`config.mk`:
```
export PLATFORM = sky130hd
export DESIGN_NAME = cmd_decoder
export DESIGN_NICKNAME = d
export VERILOG_FILES = /design/src/cmd_pkg.sv /design/src/column_counter.sv /design/src/cmd_decoder.sv
export SDC_FILE = /design/constraint.sdc
export NUM_CORES = 1
export LEC_CHECK = 0
export BUFFER_PORTS_ARGS = -buffer_cell sky130_fd_sc_hd__buf_2
export CORE_MARGIN = 4
export CORE_UTILIZATION = 59
export CTS_BUF_LIST = sky130_fd_sc_hd__clkbuf_2 sky130_fd_sc_hd__clkbuf_4 sky130_fd_sc_hd__clkbuf_8
export DETAILED_ROUTE_END_ITERATION = 8
export PLACE_DENSITY = 0.85
export SYNTH_ARGS = -nofsm -noshare
export SYNTH_HDL_FRONTEND = slang
export SYNTH_SLANG_ARGS = --single-unit
```
`constraint.sdc`:
```
create_clock -name ref_clk -period 2.42 [get_ports ref_clk]
set_input_delay 0.605 -clock ref_clk [delete_from_list [all_inputs] [get_ports ref_clk]]
set_output_delay 0.605 -clock ref_clk [all_outputs]
set_load 0.01 [all_outputs]
```
`src/cmd_pkg.sv`:
```
// package: command codes, field layouts and reset values for the command decoder
package cmd_pkg;

  // command bytes
  localparam logic [7:0] CMD_RMW_ENTER = 8'he0;
  localparam logic [7:0] CMD_RMW_END = 8'hee;
  localparam logic [7:0] CMD_SOFT_RESET = 8'he2;
  localparam logic [7:0] CMD_NOP = 8'he3;
  localparam logic [7:0] CMD_BIAS_BASE = 8'ha2;
  localparam logic [7:0] CMD_ALLON_BASE = 8'ha4;
  localparam logic [7:0] CMD_DISP_BASE = 8'hae;
  // pattern masks and matches
  localparam logic [7:0] MASK_TOP5 = 8'hf8;
  localparam logic [7:0] MASK_TOP3 = 8'he0;
  localparam logic [7:0] MASK_TOP7 = 8'hfe;
  localparam logic [7:0] MASK_TEST = 8'hd0;
  localparam logic [7:0] PAT_POWER = 8'h28;
  localparam logic [7:0] PAT_RATIO = 8'h20;
  localparam logic [7:0] PAT_VOLUME = 8'h80;
  localparam logic [7:0] PAT_TEST = 8'hd0;

  // widths and limits
  localparam int COL_W = 7;
  localparam logic [6:0] COL_LAST = 7'h65;

  // reset values of the mode settings
  localparam logic [2:0] RST_POWER = 3'h0;
  localparam logic [2:0] RST_RATIO = 3'h0;
  localparam logic [4:0] RST_VOLUME = 5'h00;
  localparam logic RST_BIAS = 1'b0;
  localparam logic RST_DISP_ON = 1'b0;
  localparam logic RST_ALL_ON = 1'b0;
  localparam logic [6:0] RST_COL = 7'h00;
  // derived outputs: drive grounded, discharge on, oscillator running
  localparam logic [4:0] RST_ALPHA = 5'h1f;
  localparam logic RST_SAVER = 1'b0;
  localparam logic RST_OSC = 1'b1;
  localparam logic RST_SUPPLY = 1'b0;
  localparam logic RST_GROUND = 1'b1;
  localparam logic RST_BIAS_APP = 1'b0;
  localparam logic RST_DISCHARGE = 1'b1;

  // decoded settings that travel together
  typedef struct packed {
    logic booster_en;
    logic regulator_en;
    logic follower_en;
  } power_t;

  typedef struct packed {
    logic [2:0] regulator_ratio;
    logic [4:0] volume;
    logic bias_sel;
  } drive_t;

  // read-modify-write state, gray along idle -> active
  typedef enum logic [0:0] {
    RMW_IDLE = 1'b0,
    RMW_ACTIVE = 1'b1
  } rmw_state_t;

endpackage

```
`src/column_counter.sv`:
```
// column address counter with save and restore for read-modify-write
`timescale 1ns/100ps
module column_counter (
  input wire logic ref_clk,
  input wire logic rst,
  input wire logic soft_rst,
  input wire logic col_load,
  input wire logic [6:0] col_load_val,
  input wire logic rd_step,
  input wire logic wr_step,
  input wire logic rmw_active,
  input wire logic save,
  input wire logic restore,
  output logic [6:0] col
);
  logic [6:0] col_r;
  logic [6:0] col_nxt;
  logic [6:0] saved_r;
  wire logic step;
  wire logic [6:0] col_inc;

  // reads hold the column in rmw, writes always advance
  assign step = wr_step | (rd_step & ~rmw_active);
  assign col_inc = (col_r == cmd_pkg::COL_LAST) ? 7'h00 : col_r + 7'h01;

  // restore wins over access, since end arrives on its own cycle
  always_comb begin
    col_nxt = col_r;
    if (soft_rst) begin
      col_nxt = cmd_pkg::RST_COL;
    end else if (restore) begin
      col_nxt = saved_r;
    end else if (col_load) begin
      col_nxt = col_load_val;
    end else if (step) begin
      col_nxt = col_inc;
    end
  end

  always_ff @(posedge ref_clk or posedge rst) begin
    if (rst) begin
      col_r <= cmd_pkg::RST_COL;
      saved_r <= cmd_pkg::RST_COL;
    end else begin
      col_r <= col_nxt;
      if (save) begin
        saved_r <= col_r;
      end
    end
  end

  assign col = col_r;
endmodule

```
`src/cmd_decoder.sv`:
```
// command decoder: read-modify-write, power control, drive level, power saver
`timescale 1ns/100ps
// What this block does
// - 0xE0 saves column, reads then hold column
// - End leaves mode and restores saved column
// - 0xEE with command select low is End
// - only column restored, page keeps its value
// - other commands work normally during rmw
// - 00101xyz sets booster, regulator, follower enables
// - 00100xyz loads three-bit regulator ratio
// - 100xxxxx loads volume, alpha is inverse
// - 0xA2/0xA3 select 1/8 or 1/6 bias
// - bias applies only while follower enabled
// - all-on while display off enters power saver
// - saver stops oscillator and drive supply
// - saver stops drivers, outputs to ground
// - saver keeps settings, host access continues
// - 0xE2 reinitialises state, keeps display RAM
// - soft reset never triggers discharge paths
// - test state left by resets or display on/off
module cmd_decoder (
  input wire logic ref_clk,
  input wire logic rst,
  input wire logic hw_reset_n,
  input wire logic bus_wr,
  input wire logic bus_rd,
  input wire logic cmd_data_select,
  input wire logic [7:0] bus_data,
  input wire logic col_load,
  input wire logic [6:0] col_load_val,
  output logic [6:0] col_addr,
  output logic rmw_active,
  output logic booster_en,
  output logic regulator_en,
  output logic follower_en,
  output logic [2:0] regulator_ratio,
  output logic [4:0] volume,
  output logic [4:0] alpha,
  output logic bias_sel,
  output logic bias_applied,
  output logic display_on,
  output logic all_points_on,
  output logic power_saver,
  output logic osc_run,
  output logic supply_run,
  output logic driver_ground,
  output logic discharge_en,
  output logic test_state
);
  // ----------------------------------------------------------------
  // command decode
  // ----------------------------------------------------------------
  wire logic cmd_wr;
  wire logic hit_rmw;
  wire logic hit_end;
  wire logic hit_reset;
  wire logic hit_power;
  wire logic hit_ratio;
  wire logic hit_volume;
  wire logic hit_bias;
  wire logic hit_allon;
  wire logic hit_disp;
  wire logic hit_test;
  wire logic data_wr;
  wire logic data_rd;

  // command/data select low on a write marks a command byte
  assign cmd_wr = bus_wr & ~cmd_data_select;
  // display RAM accesses move only the column
  assign data_wr = bus_wr & cmd_data_select;
  assign data_rd = bus_rd & cmd_data_select;
  // rmw, end and soft reset match whole bytes
  assign hit_rmw = cmd_wr & (bus_data == cmd_pkg::CMD_RMW_ENTER);
  assign hit_end = cmd_wr & (bus_data == cmd_pkg::CMD_RMW_END);
  assign hit_reset = cmd_wr & (bus_data == cmd_pkg::CMD_SOFT_RESET);
  // setting loads match on their fixed upper bits
  assign hit_power = cmd_wr & ((bus_data & cmd_pkg::MASK_TOP5) == cmd_pkg::PAT_POWER);
  assign hit_ratio = cmd_wr & ((bus_data & cmd_pkg::MASK_TOP5) == cmd_pkg::PAT_RATIO);
  assign hit_volume = cmd_wr & ((bus_data & cmd_pkg::MASK_TOP3) == cmd_pkg::PAT_VOLUME);
  assign hit_bias = cmd_wr & ((bus_data & cmd_pkg::MASK_TOP7) == cmd_pkg::CMD_BIAS_BASE);
  // display controls, which also feed the power saver
  assign hit_allon = cmd_wr & ((bus_data & cmd_pkg::MASK_TOP7) == cmd_pkg::CMD_ALLON_BASE);
  assign hit_disp = cmd_wr & ((bus_data & cmd_pkg::MASK_TOP7) == cmd_pkg::CMD_DISP_BASE);
  // the test pattern overlaps e0/e2/e3/ee only where bit 4 is set, so no clash
  assign hit_test = cmd_wr & ((bus_data & cmd_pkg::MASK_TEST) == cmd_pkg::PAT_TEST);
  // nop (e3) matches no hit term above and so changes nothing

  // ----------------------------------------------------------------
  // state registers
  // ----------------------------------------------------------------
  cmd_pkg::rmw_state_t rmw_r;
  cmd_pkg::rmw_state_t rmw_nxt;
  cmd_pkg::power_t power_r;
  cmd_pkg::power_t power_nxt;
  cmd_pkg::drive_t drive_r;
  cmd_pkg::drive_t drive_nxt;
  logic disp_on_r;
  logic disp_on_nxt;
  logic all_on_r;
  logic all_on_nxt;
  logic test_r;
  logic test_nxt;
  logic saver_r;
  logic discharge_r;
  logic bias_app_r;
  logic osc_r;
  logic supply_r;
  logic gnd_r;
  logic [4:0] alpha_r;
  wire logic saver_now;

  // rmw mode: enter on e0, leave on end or soft reset
  // a second e0 inside the mode is ignored, so the first saved column survives
  always_comb begin
    case (rmw_r)
      cmd_pkg::RMW_IDLE: rmw_nxt = hit_rmw ? cmd_pkg::RMW_ACTIVE : cmd_pkg::RMW_IDLE;
      cmd_pkg::RMW_ACTIVE: rmw_nxt = hit_end ? cmd_pkg::RMW_IDLE : cmd_pkg::RMW_ACTIVE;
      default: rmw_nxt = cmd_pkg::RMW_IDLE;
    endcase
    if (hit_reset) begin
      rmw_nxt = cmd_pkg::RMW_IDLE;
    end
  end

  // mode settings; other commands decode the same in rmw mode
  always_comb begin
    power_nxt = power_r;
    drive_nxt = drive_r;
    disp_on_nxt = disp_on_r;
    all_on_nxt = all_on_r;
    if (hit_reset) begin
      power_nxt = cmd_pkg::RST_POWER;
      drive_nxt = {cmd_pkg::RST_RATIO, cmd_pkg::RST_VOLUME, cmd_pkg::RST_BIAS};
      disp_on_nxt = cmd_pkg::RST_DISP_ON;
      all_on_nxt = cmd_pkg::RST_ALL_ON;
    end else begin
      if (hit_power) begin
        power_nxt = {bus_data[2], bus_data[1], bus_data[0]};
      end
      if (hit_ratio) begin
        drive_nxt.regulator_ratio = bus_data[2:0];
      end
      if (hit_volume) begin
        drive_nxt.volume = bus_data[4:0];
      end
      if (hit_bias) begin
        drive_nxt.bias_sel = bus_data[0];
      end
      if (hit_allon) begin
        all_on_nxt = bus_data[0];
      end
      if (hit_disp) begin
        disp_on_nxt = bus_data[0];
      end
    end
  end

  // test state is sticky until reset pin, soft reset or display on/off
  // clear before set; one byte can never be both, so the order is only a guard
  always_comb begin
    test_nxt = test_r;
    if (hit_reset | hit_disp) begin
      test_nxt = 1'b0;
    end else if (hit_test) begin
      test_nxt = 1'b1;
    end
  end

  // saver is the compound of display off and all points on, in either order
  assign saver_now = ~disp_on_nxt & all_on_nxt;

  // rmw and test state; the hardware pin clears them synchronously
  always_ff @(posedge ref_clk or posedge rst) begin
    if (rst) begin
      rmw_r <= cmd_pkg::RMW_IDLE;
      test_r <= 1'b0;
    end else if (~hw_reset_n) begin
      rmw_r <= cmd_pkg::RMW_IDLE;
      test_r <= 1'b0;
    end else begin
      rmw_r <= rmw_nxt;
      test_r <= test_nxt;
    end
  end

  // mode settings; the pin returns them to their reset values as well
  always_ff @(posedge ref_clk or posedge rst) begin
    if (rst) begin
      power_r <= cmd_pkg::RST_POWER;
      drive_r <= {cmd_pkg::RST_RATIO, cmd_pkg::RST_VOLUME, cmd_pkg::RST_BIAS};
      disp_on_r <= cmd_pkg::RST_DISP_ON;
      all_on_r <= cmd_pkg::RST_ALL_ON;
    end else if (~hw_reset_n) begin
      power_r <= cmd_pkg::RST_POWER;
      drive_r <= {cmd_pkg::RST_RATIO, cmd_pkg::RST_VOLUME, cmd_pkg::RST_BIAS};
      disp_on_r <= cmd_pkg::RST_DISP_ON;
      all_on_r <= cmd_pkg::RST_ALL_ON;
    end else begin
      power_r <= power_nxt;
      drive_r <= drive_nxt;
      disp_on_r <= disp_on_nxt;
      all_on_r <= all_on_nxt;
    end
  end

  // ----------------------------------------------------------------
  // derived outputs, each registered
  // ----------------------------------------------------------------
  // next values look at next settings, so outputs agree with state at once
  wire logic saver_nxt;
  wire logic osc_nxt;
  wire logic supply_nxt;
  wire logic gnd_nxt;
  wire logic bias_app_nxt;
  wire logic [4:0] alpha_nxt;
  wire logic discharge_nxt;

  // a low pin forces each of these to its reset level
  assign saver_nxt = saver_now & hw_reset_n;
  assign osc_nxt = ~saver_nxt;
  assign supply_nxt = hw_reset_n & ~saver_now & (|power_nxt);
  assign gnd_nxt = ~hw_reset_n | saver_now | ~disp_on_nxt;
  assign bias_app_nxt = hw_reset_n & power_nxt.follower_en & drive_nxt.bias_sel;
  assign alpha_nxt = hw_reset_n ? ~drive_nxt.volume : cmd_pkg::RST_ALPHA;
  // only the pin drives discharge; soft reset has no path here
  assign discharge_nxt = ~hw_reset_n;

  // power saver and its run enables; the settings themselves stay put
  always_ff @(posedge ref_clk or posedge rst) begin
    if (rst) begin
      saver_r <= cmd_pkg::RST_SAVER;
      osc_r <= cmd_pkg::RST_OSC;
      supply_r <= cmd_pkg::RST_SUPPLY;
      gnd_r <= cmd_pkg::RST_GROUND;
    end else begin
      saver_r <= saver_nxt;
      osc_r <= osc_nxt;
      supply_r <= supply_nxt;
      gnd_r <= gnd_nxt;
    end
  end

  // drive level seen by the regulator; alpha is kept inverted here
  always_ff @(posedge ref_clk or posedge rst) begin
    if (rst) begin
      bias_app_r <= cmd_pkg::RST_BIAS_APP;
      alpha_r <= cmd_pkg::RST_ALPHA;
    end else begin
      bias_app_r <= bias_app_nxt;
      alpha_r <= alpha_nxt;
    end
  end

  // discharge lags the pin by one edge, the price of a registered output
  always_ff @(posedge ref_clk or posedge rst) begin
    if (rst) begin
      discharge_r <= cmd_pkg::RST_DISCHARGE;
    end else begin
      discharge_r <= discharge_nxt;
    end
  end

  // ----------------------------------------------------------------
  // column counter
  // ----------------------------------------------------------------
  // page address is outside this block and is never restored
  // restore outranks load and step, so end lands on the saved column unless the pin is low in that cycle
  column_counter u_col (
    .ref_clk(ref_clk),
    .rst(rst),
    .soft_rst(hit_reset | ~hw_reset_n),
    .col_load(col_load),
    .col_load_val(col_load_val),
    .rd_step(data_rd),
    .wr_step(data_wr),
    .rmw_active(rmw_r == cmd_pkg::RMW_ACTIVE),
    .save(hit_rmw & (rmw_r == cmd_pkg::RMW_IDLE)),
    .restore(hit_end & (rmw_r == cmd_pkg::RMW_ACTIVE)),
    .col(col_addr)
  );

  // outputs: each is a register bit, no logic after the flop
  assign rmw_active = (rmw_r == cmd_pkg::RMW_ACTIVE);
  assign booster_en = power_r.booster_en;
  assign regulator_en = power_r.regulator_en;
  assign follower_en = power_r.follower_en;
  assign regulator_ratio = drive_r.regulator_ratio;
  assign volume = drive_r.volume;
  assign alpha = alpha_r;
  assign bias_sel = drive_r.bias_sel;
  assign bias_applied = bias_app_r;
  assign display_on = disp_on_r;
  assign all_points_on = all_on_r;

  // power saver and its run enables, then discharge and test state
  assign power_saver = saver_r;
  assign osc_run = osc_r;
  assign supply_run = supply_r;
  assign driver_ground = gnd_r;
  assign discharge_en = discharge_r;
  assign test_state = test_r;
endmodule

```
Yosys cells after proc, flatten, opt, wreduce, memory -nomap -nowiden
Cells that the tools add are included.

Memories kept: 0. Bits in registers: 41. Bits in read-only memories: 0. Input bits: 22. Bits in writable memories: 0. Word-level logic and storage cells: 97. Bits in latches: 0. Output and inout port bits: 34.

Bitwise operators: 34. Reductions and logical operators: 2. Multipliers: 0. Add/subtract/negate cells: 1. $lt $le $gt $ge: 0. Multiplexer cells: 28. Equality and inequality tests: 13. Shift operators: 0. Div/mod/pow operators: 0.

Operators with widths (count): $mux W7 (5); $eq A7 B7 Y1 const B (4); $eq A8 B8 Y1 const B (3); $and A1 B1 Y1 (22); $mux W9 (2); $mux W1 (14); $mux W3 (4); $eq A5 B3 Y1 const B (2); $mux W5 (2); $add A7 B1 Y7 const B (1); $eq A3 B3 Y1 const B (2); $ne A3 B1 Y1 const B (2); $not A1 Y1 (6); $not A5 Y5 (1); $or A1 B1 Y1 (5); $reduce_bool A4 Y1 (1); $reduce_or A3 Y1 (1); $pmux W1 S2 (1).

Depth between registers and ports, before layout
Depth in word-level cells: 10. Mapped depth: 7. Gate-level depth less buffers: 7.

By module
From an unflattened synthesis, not the netlist that was laid out.

Cells, all modules: 205. Area, all modules: 2135.8 µm².

Modules (own cells, without submodules): cmd_decoder (sequential area each 685.7 µm², cells an instance 108, area an instance 1252.5 µm², times used 1); column_counter (sequential area each 350.3 µm², cells an instance 97, area an instance 883.3 µm², times used 1).

Least setup slack after synthesis
No wires, ideal clock.

Kind: input port to flip-flop. Start: in bus_data[3]. End: reg osc_r, in the netlist osc_run. Setup time: 0.088 ns. Stages: 6. Data arrival time: 1.864 ns. Path buffers: 1. Data required time: 2.332 ns. Slack: 0.468 ns. Path through: clkbuf_2 > inv_1 > nor4_2 > mux2i_1 > nor2_1 > or3_1.

Cells in the longest elaborated chain, start to end: 8. Elaborated cells on any way between the ends: 14. Classes of those cells: eq/ne (3); mux (4); bitwise (7).

RTL lines: start, declared (RTL line cmd_decoder.sv:28) `input wire logic [7:0] bus_data,`; $eq A7 B7 Y1 (RTL line cmd_decoder.sv:83) `assign hit_disp = cmd_wr & ((bus_data & cmd_pkg::MASK_TOP7) == cmd_pkg::CMD_DISP_BASE);`; $and A1 B1 Y1 (RTL line cmd_decoder.sv:83); $mux W1 (RTL line cmd_decoder.sv:152) `if (hit_disp) begin`; $mux W1 (RTL line cmd_decoder.sv:131) `if (hit_reset) begin`; $not A1 Y1 (RTL line cmd_decoder.sv:170) `assign saver_now = ~disp_on_nxt & all_on_nxt;`; $and A1 B1 Y1 (*) (RTL line cmd_decoder.sv:170); $and A1 B1 Y1 (*) (RTL line cmd_decoder.sv:219) `assign saver_nxt = saver_now & hw_reset_n;`; $not A1 Y1 (*) (RTL line cmd_decoder.sv:220) `assign osc_nxt = ~saver_nxt;`; named net osc_nxt (RTL line cmd_decoder.sv:211) `wire logic osc_nxt;`; end signal, assigned (RTL line cmd_decoder.sv:232) `osc_r <= cmd_pkg::RST_OSC;`; end signal, assigned (RTL line cmd_decoder.sv:237) `osc_r <= osc_nxt;`; end, declared (RTL line cmd_decoder.sv:106) `logic osc_r;`.

Mark *: on every way through the listed nets, which the timed path passes. The rest lies on a longest branch. A chain may end at the register's enable or synchronous reset.

Worst setup path in the final report
Ends and elaborated chain as after synthesis.

==> impl_metrics.xml <==
<?xml version="1.0" encoding="UTF-8"?>
<metrics>
  <group name="setup_path">
    <metric name="cp-startpoint" unit="">bus_data[3]</metric>
    <metric name="crit_path_end_kind" unit="">register</metric>
    <metric name="r2r_cells" unit="">6</metric>
    <metric name="setup.worst_path.start_class" unit="">input pin</metric>
    <metric name="setup.worst_path.class" unit="">in -&gt; reg</metric>
    <metric name="critPathArrivalTime" unit="ps">2110</metric>
    <metric name="critical_path.reg2reg.startpoint" unit="">u_col.col[1]</metric>
    <metric name="rrSetupSlack" unit="ps">540</metric>
    <metric name="cp_data_required_time" unit="ps">2640</metric>
    <metric name="path_max_fanout" unit="">8</metric>
  </group>
  <group name="clocking">
    <metric name="insertion_delay" unit="ps">290</metric>
    <metric name="clock_tree_from_tritoncts" unit="">built</metric>
    <metric name="post_cts.resized_instances" unit="">0</metric>
    <metric name="cts-htree-levels" unit="">2</metric>
    <metric name="cts_inserted_buffers" unit="">5</metric>
    <metric name="ctsRootBufferMaster" unit="">clkbuf_8</metric>
    <metric name="post_cts.repair.setup_buffers" unit="">0</metric>
    <metric name="numClockSinks" unit="">41</metric>
    <metric name="clk_pin_slew_worst_paths" unit="ps">80</metric>
    <metric name="clock_path_buffers" unit="">2</metric>
    <metric name="post_cts_hold_buffer_count" unit="">0</metric>
  </group>
  <group name="synth">
    <metric name="postSynth.asyncResetShare" unit="">1.00</metric>
    <metric name="post_synth_inst_count" unit="">196</metric>
    <metric name="synth_nets" unit="">220</metric>
    <metric name="yosys.cell_types.count" unit="">54</metric>
    <metric name="ys.warnings.count" unit="">0</metric>
    <metric name="synth_enable_flop_cells" unit="">0</metric>
    <metric name="syn_area_per_cell" unit="sq um">11.1</metric>
    <metric name="netlist_area" unit="sq mm">0.00217</metric>
    <metric name="synth-seq-area-share" unit="">0.476</metric>
    <metric name="ys_seq_elements" unit="">41</metric>
    <metric name="synthFlopType" unit="">dfrtp_1</metric>
  </group>
  <group name="floorplan">
    <metric name="chipHeight" unit="um">68.7</metric>
    <metric name="floorplan.core_area" unit="sq mm">0.00344</metric>
    <metric name="die_area" unit="sq mm">0.00472</metric>
    <metric name="floorplan.io_pins" unit="">56</metric>
    <metric name="core.rowCount" unit="">21</metric>
    <metric name="initial_utilization" unit="">0.632</metric>
    <metric name="die_width" unit="um">68.7</metric>
  </group>
  <group name="sta">
    <metric name="worst_slew_margin_rel" unit="">0.590</metric>
    <metric name="totalNegativeSetupSlack" unit="ps">0</metric>
    <metric name="post-route-min-period" unit="ps">1900</metric>
    <metric name="fin_worst_hold_slack" unit="ps">419</metric>
    <metric name="final_critical_path_setup_slack" unit="ps">524</metric>
    <metric name="tightest_slew" unit="ps">613</metric>
    <metric name="fmaxAchievable" unit="GHz">0.528</metric>
    <metric name="finClkSkew" unit="ps">10.9</metric>
    <metric name="grt_setup_unrepaired" unit="">no</metric>
    <metric name="final_min_period_over_clock_period" unit="">0.783</metric>
    <metric name="slew_violations" unit="">0</metric>
    <metric name="timing.final.hold_violations" unit="">0</metric>
    <metric name="setup_viol" unit="">0</metric>
  </group>
  <group name="grt">
    <metric name="antenna_found_initial" unit="">0</metric>
    <metric name="track_usage" unit="">0.229</metric>
    <metric name="grt_pass1_wl" unit="um">7870</metric>
    <metric name="maximum_number_of_pins_on_one_net_before_global_route_repair" unit="">42</metric>
    <metric name="first_global_vias" unit="">1681</metric>
    <metric name="grt_overflow_total" unit="">0</metric>
  </group>
  <group name="cells_and_area">
    <metric name="post_route_cells_drive_above_1_share" unit="">0.423</metric>
    <metric name="num_antenna_cells" unit="">0</metric>
    <metric name="leading_cell_types_in_the_layout_fill_and_taps_excluded" unit="">buf_2, dfrtp_1, nand2_1</metric>
    <metric name="stdcell_count" unit="">299</metric>
    <metric name="fin_area" unit="sq mm">0.00258</metric>
    <metric name="layout.cells.most_common" unit="">buf_2</metric>
    <metric name="num-nets-final" unit="">276</metric>
    <metric name="final_core_util" unit="">0.748</metric>
    <metric name="area.growth.synth_to_final" unit="%">18.5</metric>
  </group>
  <group name="route">
    <metric name="wl" unit="um">4710</metric>
    <metric name="drt.antenna.violating_nets" unit="">0</metric>
    <metric name="drt_first_pass_iters" unit="">4</metric>
    <metric name="drc" unit="">0</metric>
    <metric name="routed_via_density" unit="">5.72</metric>
    <metric name="detail_route.wl_per_cell" unit="um">15.7</metric>
    <metric name="drt_iter0_drc" unit="">179</metric>
    <metric name="detailroute.via_count" unit="">1709</metric>
  </group>
  <group name="power">
    <metric name="power.leakage" unit="nW">1.27</metric>
    <metric name="power.density_cell_area" unit="mW/mm^2">564</metric>
    <metric name="power.total" unit="mW">1.45</metric>
    <metric name="max-vdd-ir-drop" unit="mV">0.379</metric>
  </group>
  <group name="placed_design">
    <metric name="post-place-cells" unit="">291</metric>
    <metric name="placement.setup.worst_slack" unit="ps">286</metric>
    <metric name="postPlaceCellArea" unit="sq mm">0.00246</metric>
    <metric name="io_buffers" unit="">55</metric>
    <metric name="place.detailed.hpwl" unit="um">3420</metric>
    <metric name="place_congestion" unit="">0.874</metric>
  </group>
  <group name="min_path">
    <metric name="hold_class" unit="">in -&gt; async</metric>
  </group>
  <group name="outcome">
    <metric name="run_status" unit="">complete, no violations</metric>
  </group>
  <group name="run">
    <metric name="maxCapViolations" unit="">0</metric>
  </group>
</metrics>
critical path, cell delays in order:
cell     delay [ps]
buf_2           220
inv_1           100
nor4_2          450
mux2i_1         290
nor2_1          100
or3_1           350
cell type report:
class | count | area (sq um)
Sequential cell | 41 | 1040
Multi-Input combinational cell | 135 | 1020
Fill cell | 248 | 866
Timing Repair Buffer | 58 | 298
Clock buffer | 7 | 90.1
Tap cell | 46 | 57.6
Inverter | 11 | 41.3
Clock inverter | 1 | 30.0
registers in the layout, summed over array words and instances, names as in the netlist, 3 cells and up:
name and count:
u_col.col 7, regulator_ratio 3, alpha 5, u_col.saved_r 7, volume 5
synth_stat cells, types with 2 or more instances:
library cell,number,area share
buf_6,3,0.016
nand4b_1,2,0.0081
o21ai_0,9,0.021
xor2_1,4,0.016
dfstp_2,8,0.097
nor2b_1,2,0.0058
a22o_2,2,0.0092
buf_2,2,0.0046
nand3_1,8,0.018
or2_2,2,0.0058
dfrtp_1,33,0.38
mux2i_1,11,0.051
nor3b_1,2,0.0069
nor2_1,15,0.026
a21oi_1,4,0.0092
o31ai_2,5,0.029
nor4b_4,2,0.022
nor3_1,7,0.016
o311ai_0,6,0.024
a41oi_1,2,0.0081
nand2_1,18,0.031
inv_1,11,0.019
mux2_2,6,0.031
ha_1,2,0.012
path summary, 6_finish.rpt:
kind,to
max,osc_run
min,u_col.col[5]
max reg2reg,u_col.col[5]
min reg2reg,u_col.saved_r[0]
max in group asynchronous,discharge_en
min in group ref_clk,u_col.saved_r[0]
report_power, final:
| group | leakage [nW] | internal (mW) | total (mW) | switching (mW) |
|---|---|---|---|---|
| Sequential | 0.539 | 0.702 | 0.723 | 0.0207 |
| Combinational | 0.666 | 0.0623 | 0.159 | 0.0964 |
| Clock | 0.0619 | 0.348 | 0.573 | 0.225 |
| Total | 1.27 | 1.11 | 1.45 | 0.342 |
layer usage:
| metal | routed length [um] | up-vias | global-route usage |
|---|---|---|---|
| li1 | - | 816 | - |
| met1 | 2090 | 823 | 0.295 |
| met2 | 2250 | 61 | 0.371 |
| met3 | 260 | 9 | 0.0502 |
| met4 | 100 | 0 | 0.0973 |
| met5 | 0 | - | 0 |
cells by family (layout without fill, tap and decap cells):
family          Yosys count  count (layout)  synth area share
simple gates             76              76             0.227
flops                    41              41             0.476
compound gates           35              35             0.130
buf+inv                  20              77            0.0529
mux                      17              17            0.0817
xor+xnor                  5               5            0.0201
fa+ha+maj                 2               2            0.0115
Note: power is estimated with default switching activity, not from simulation.
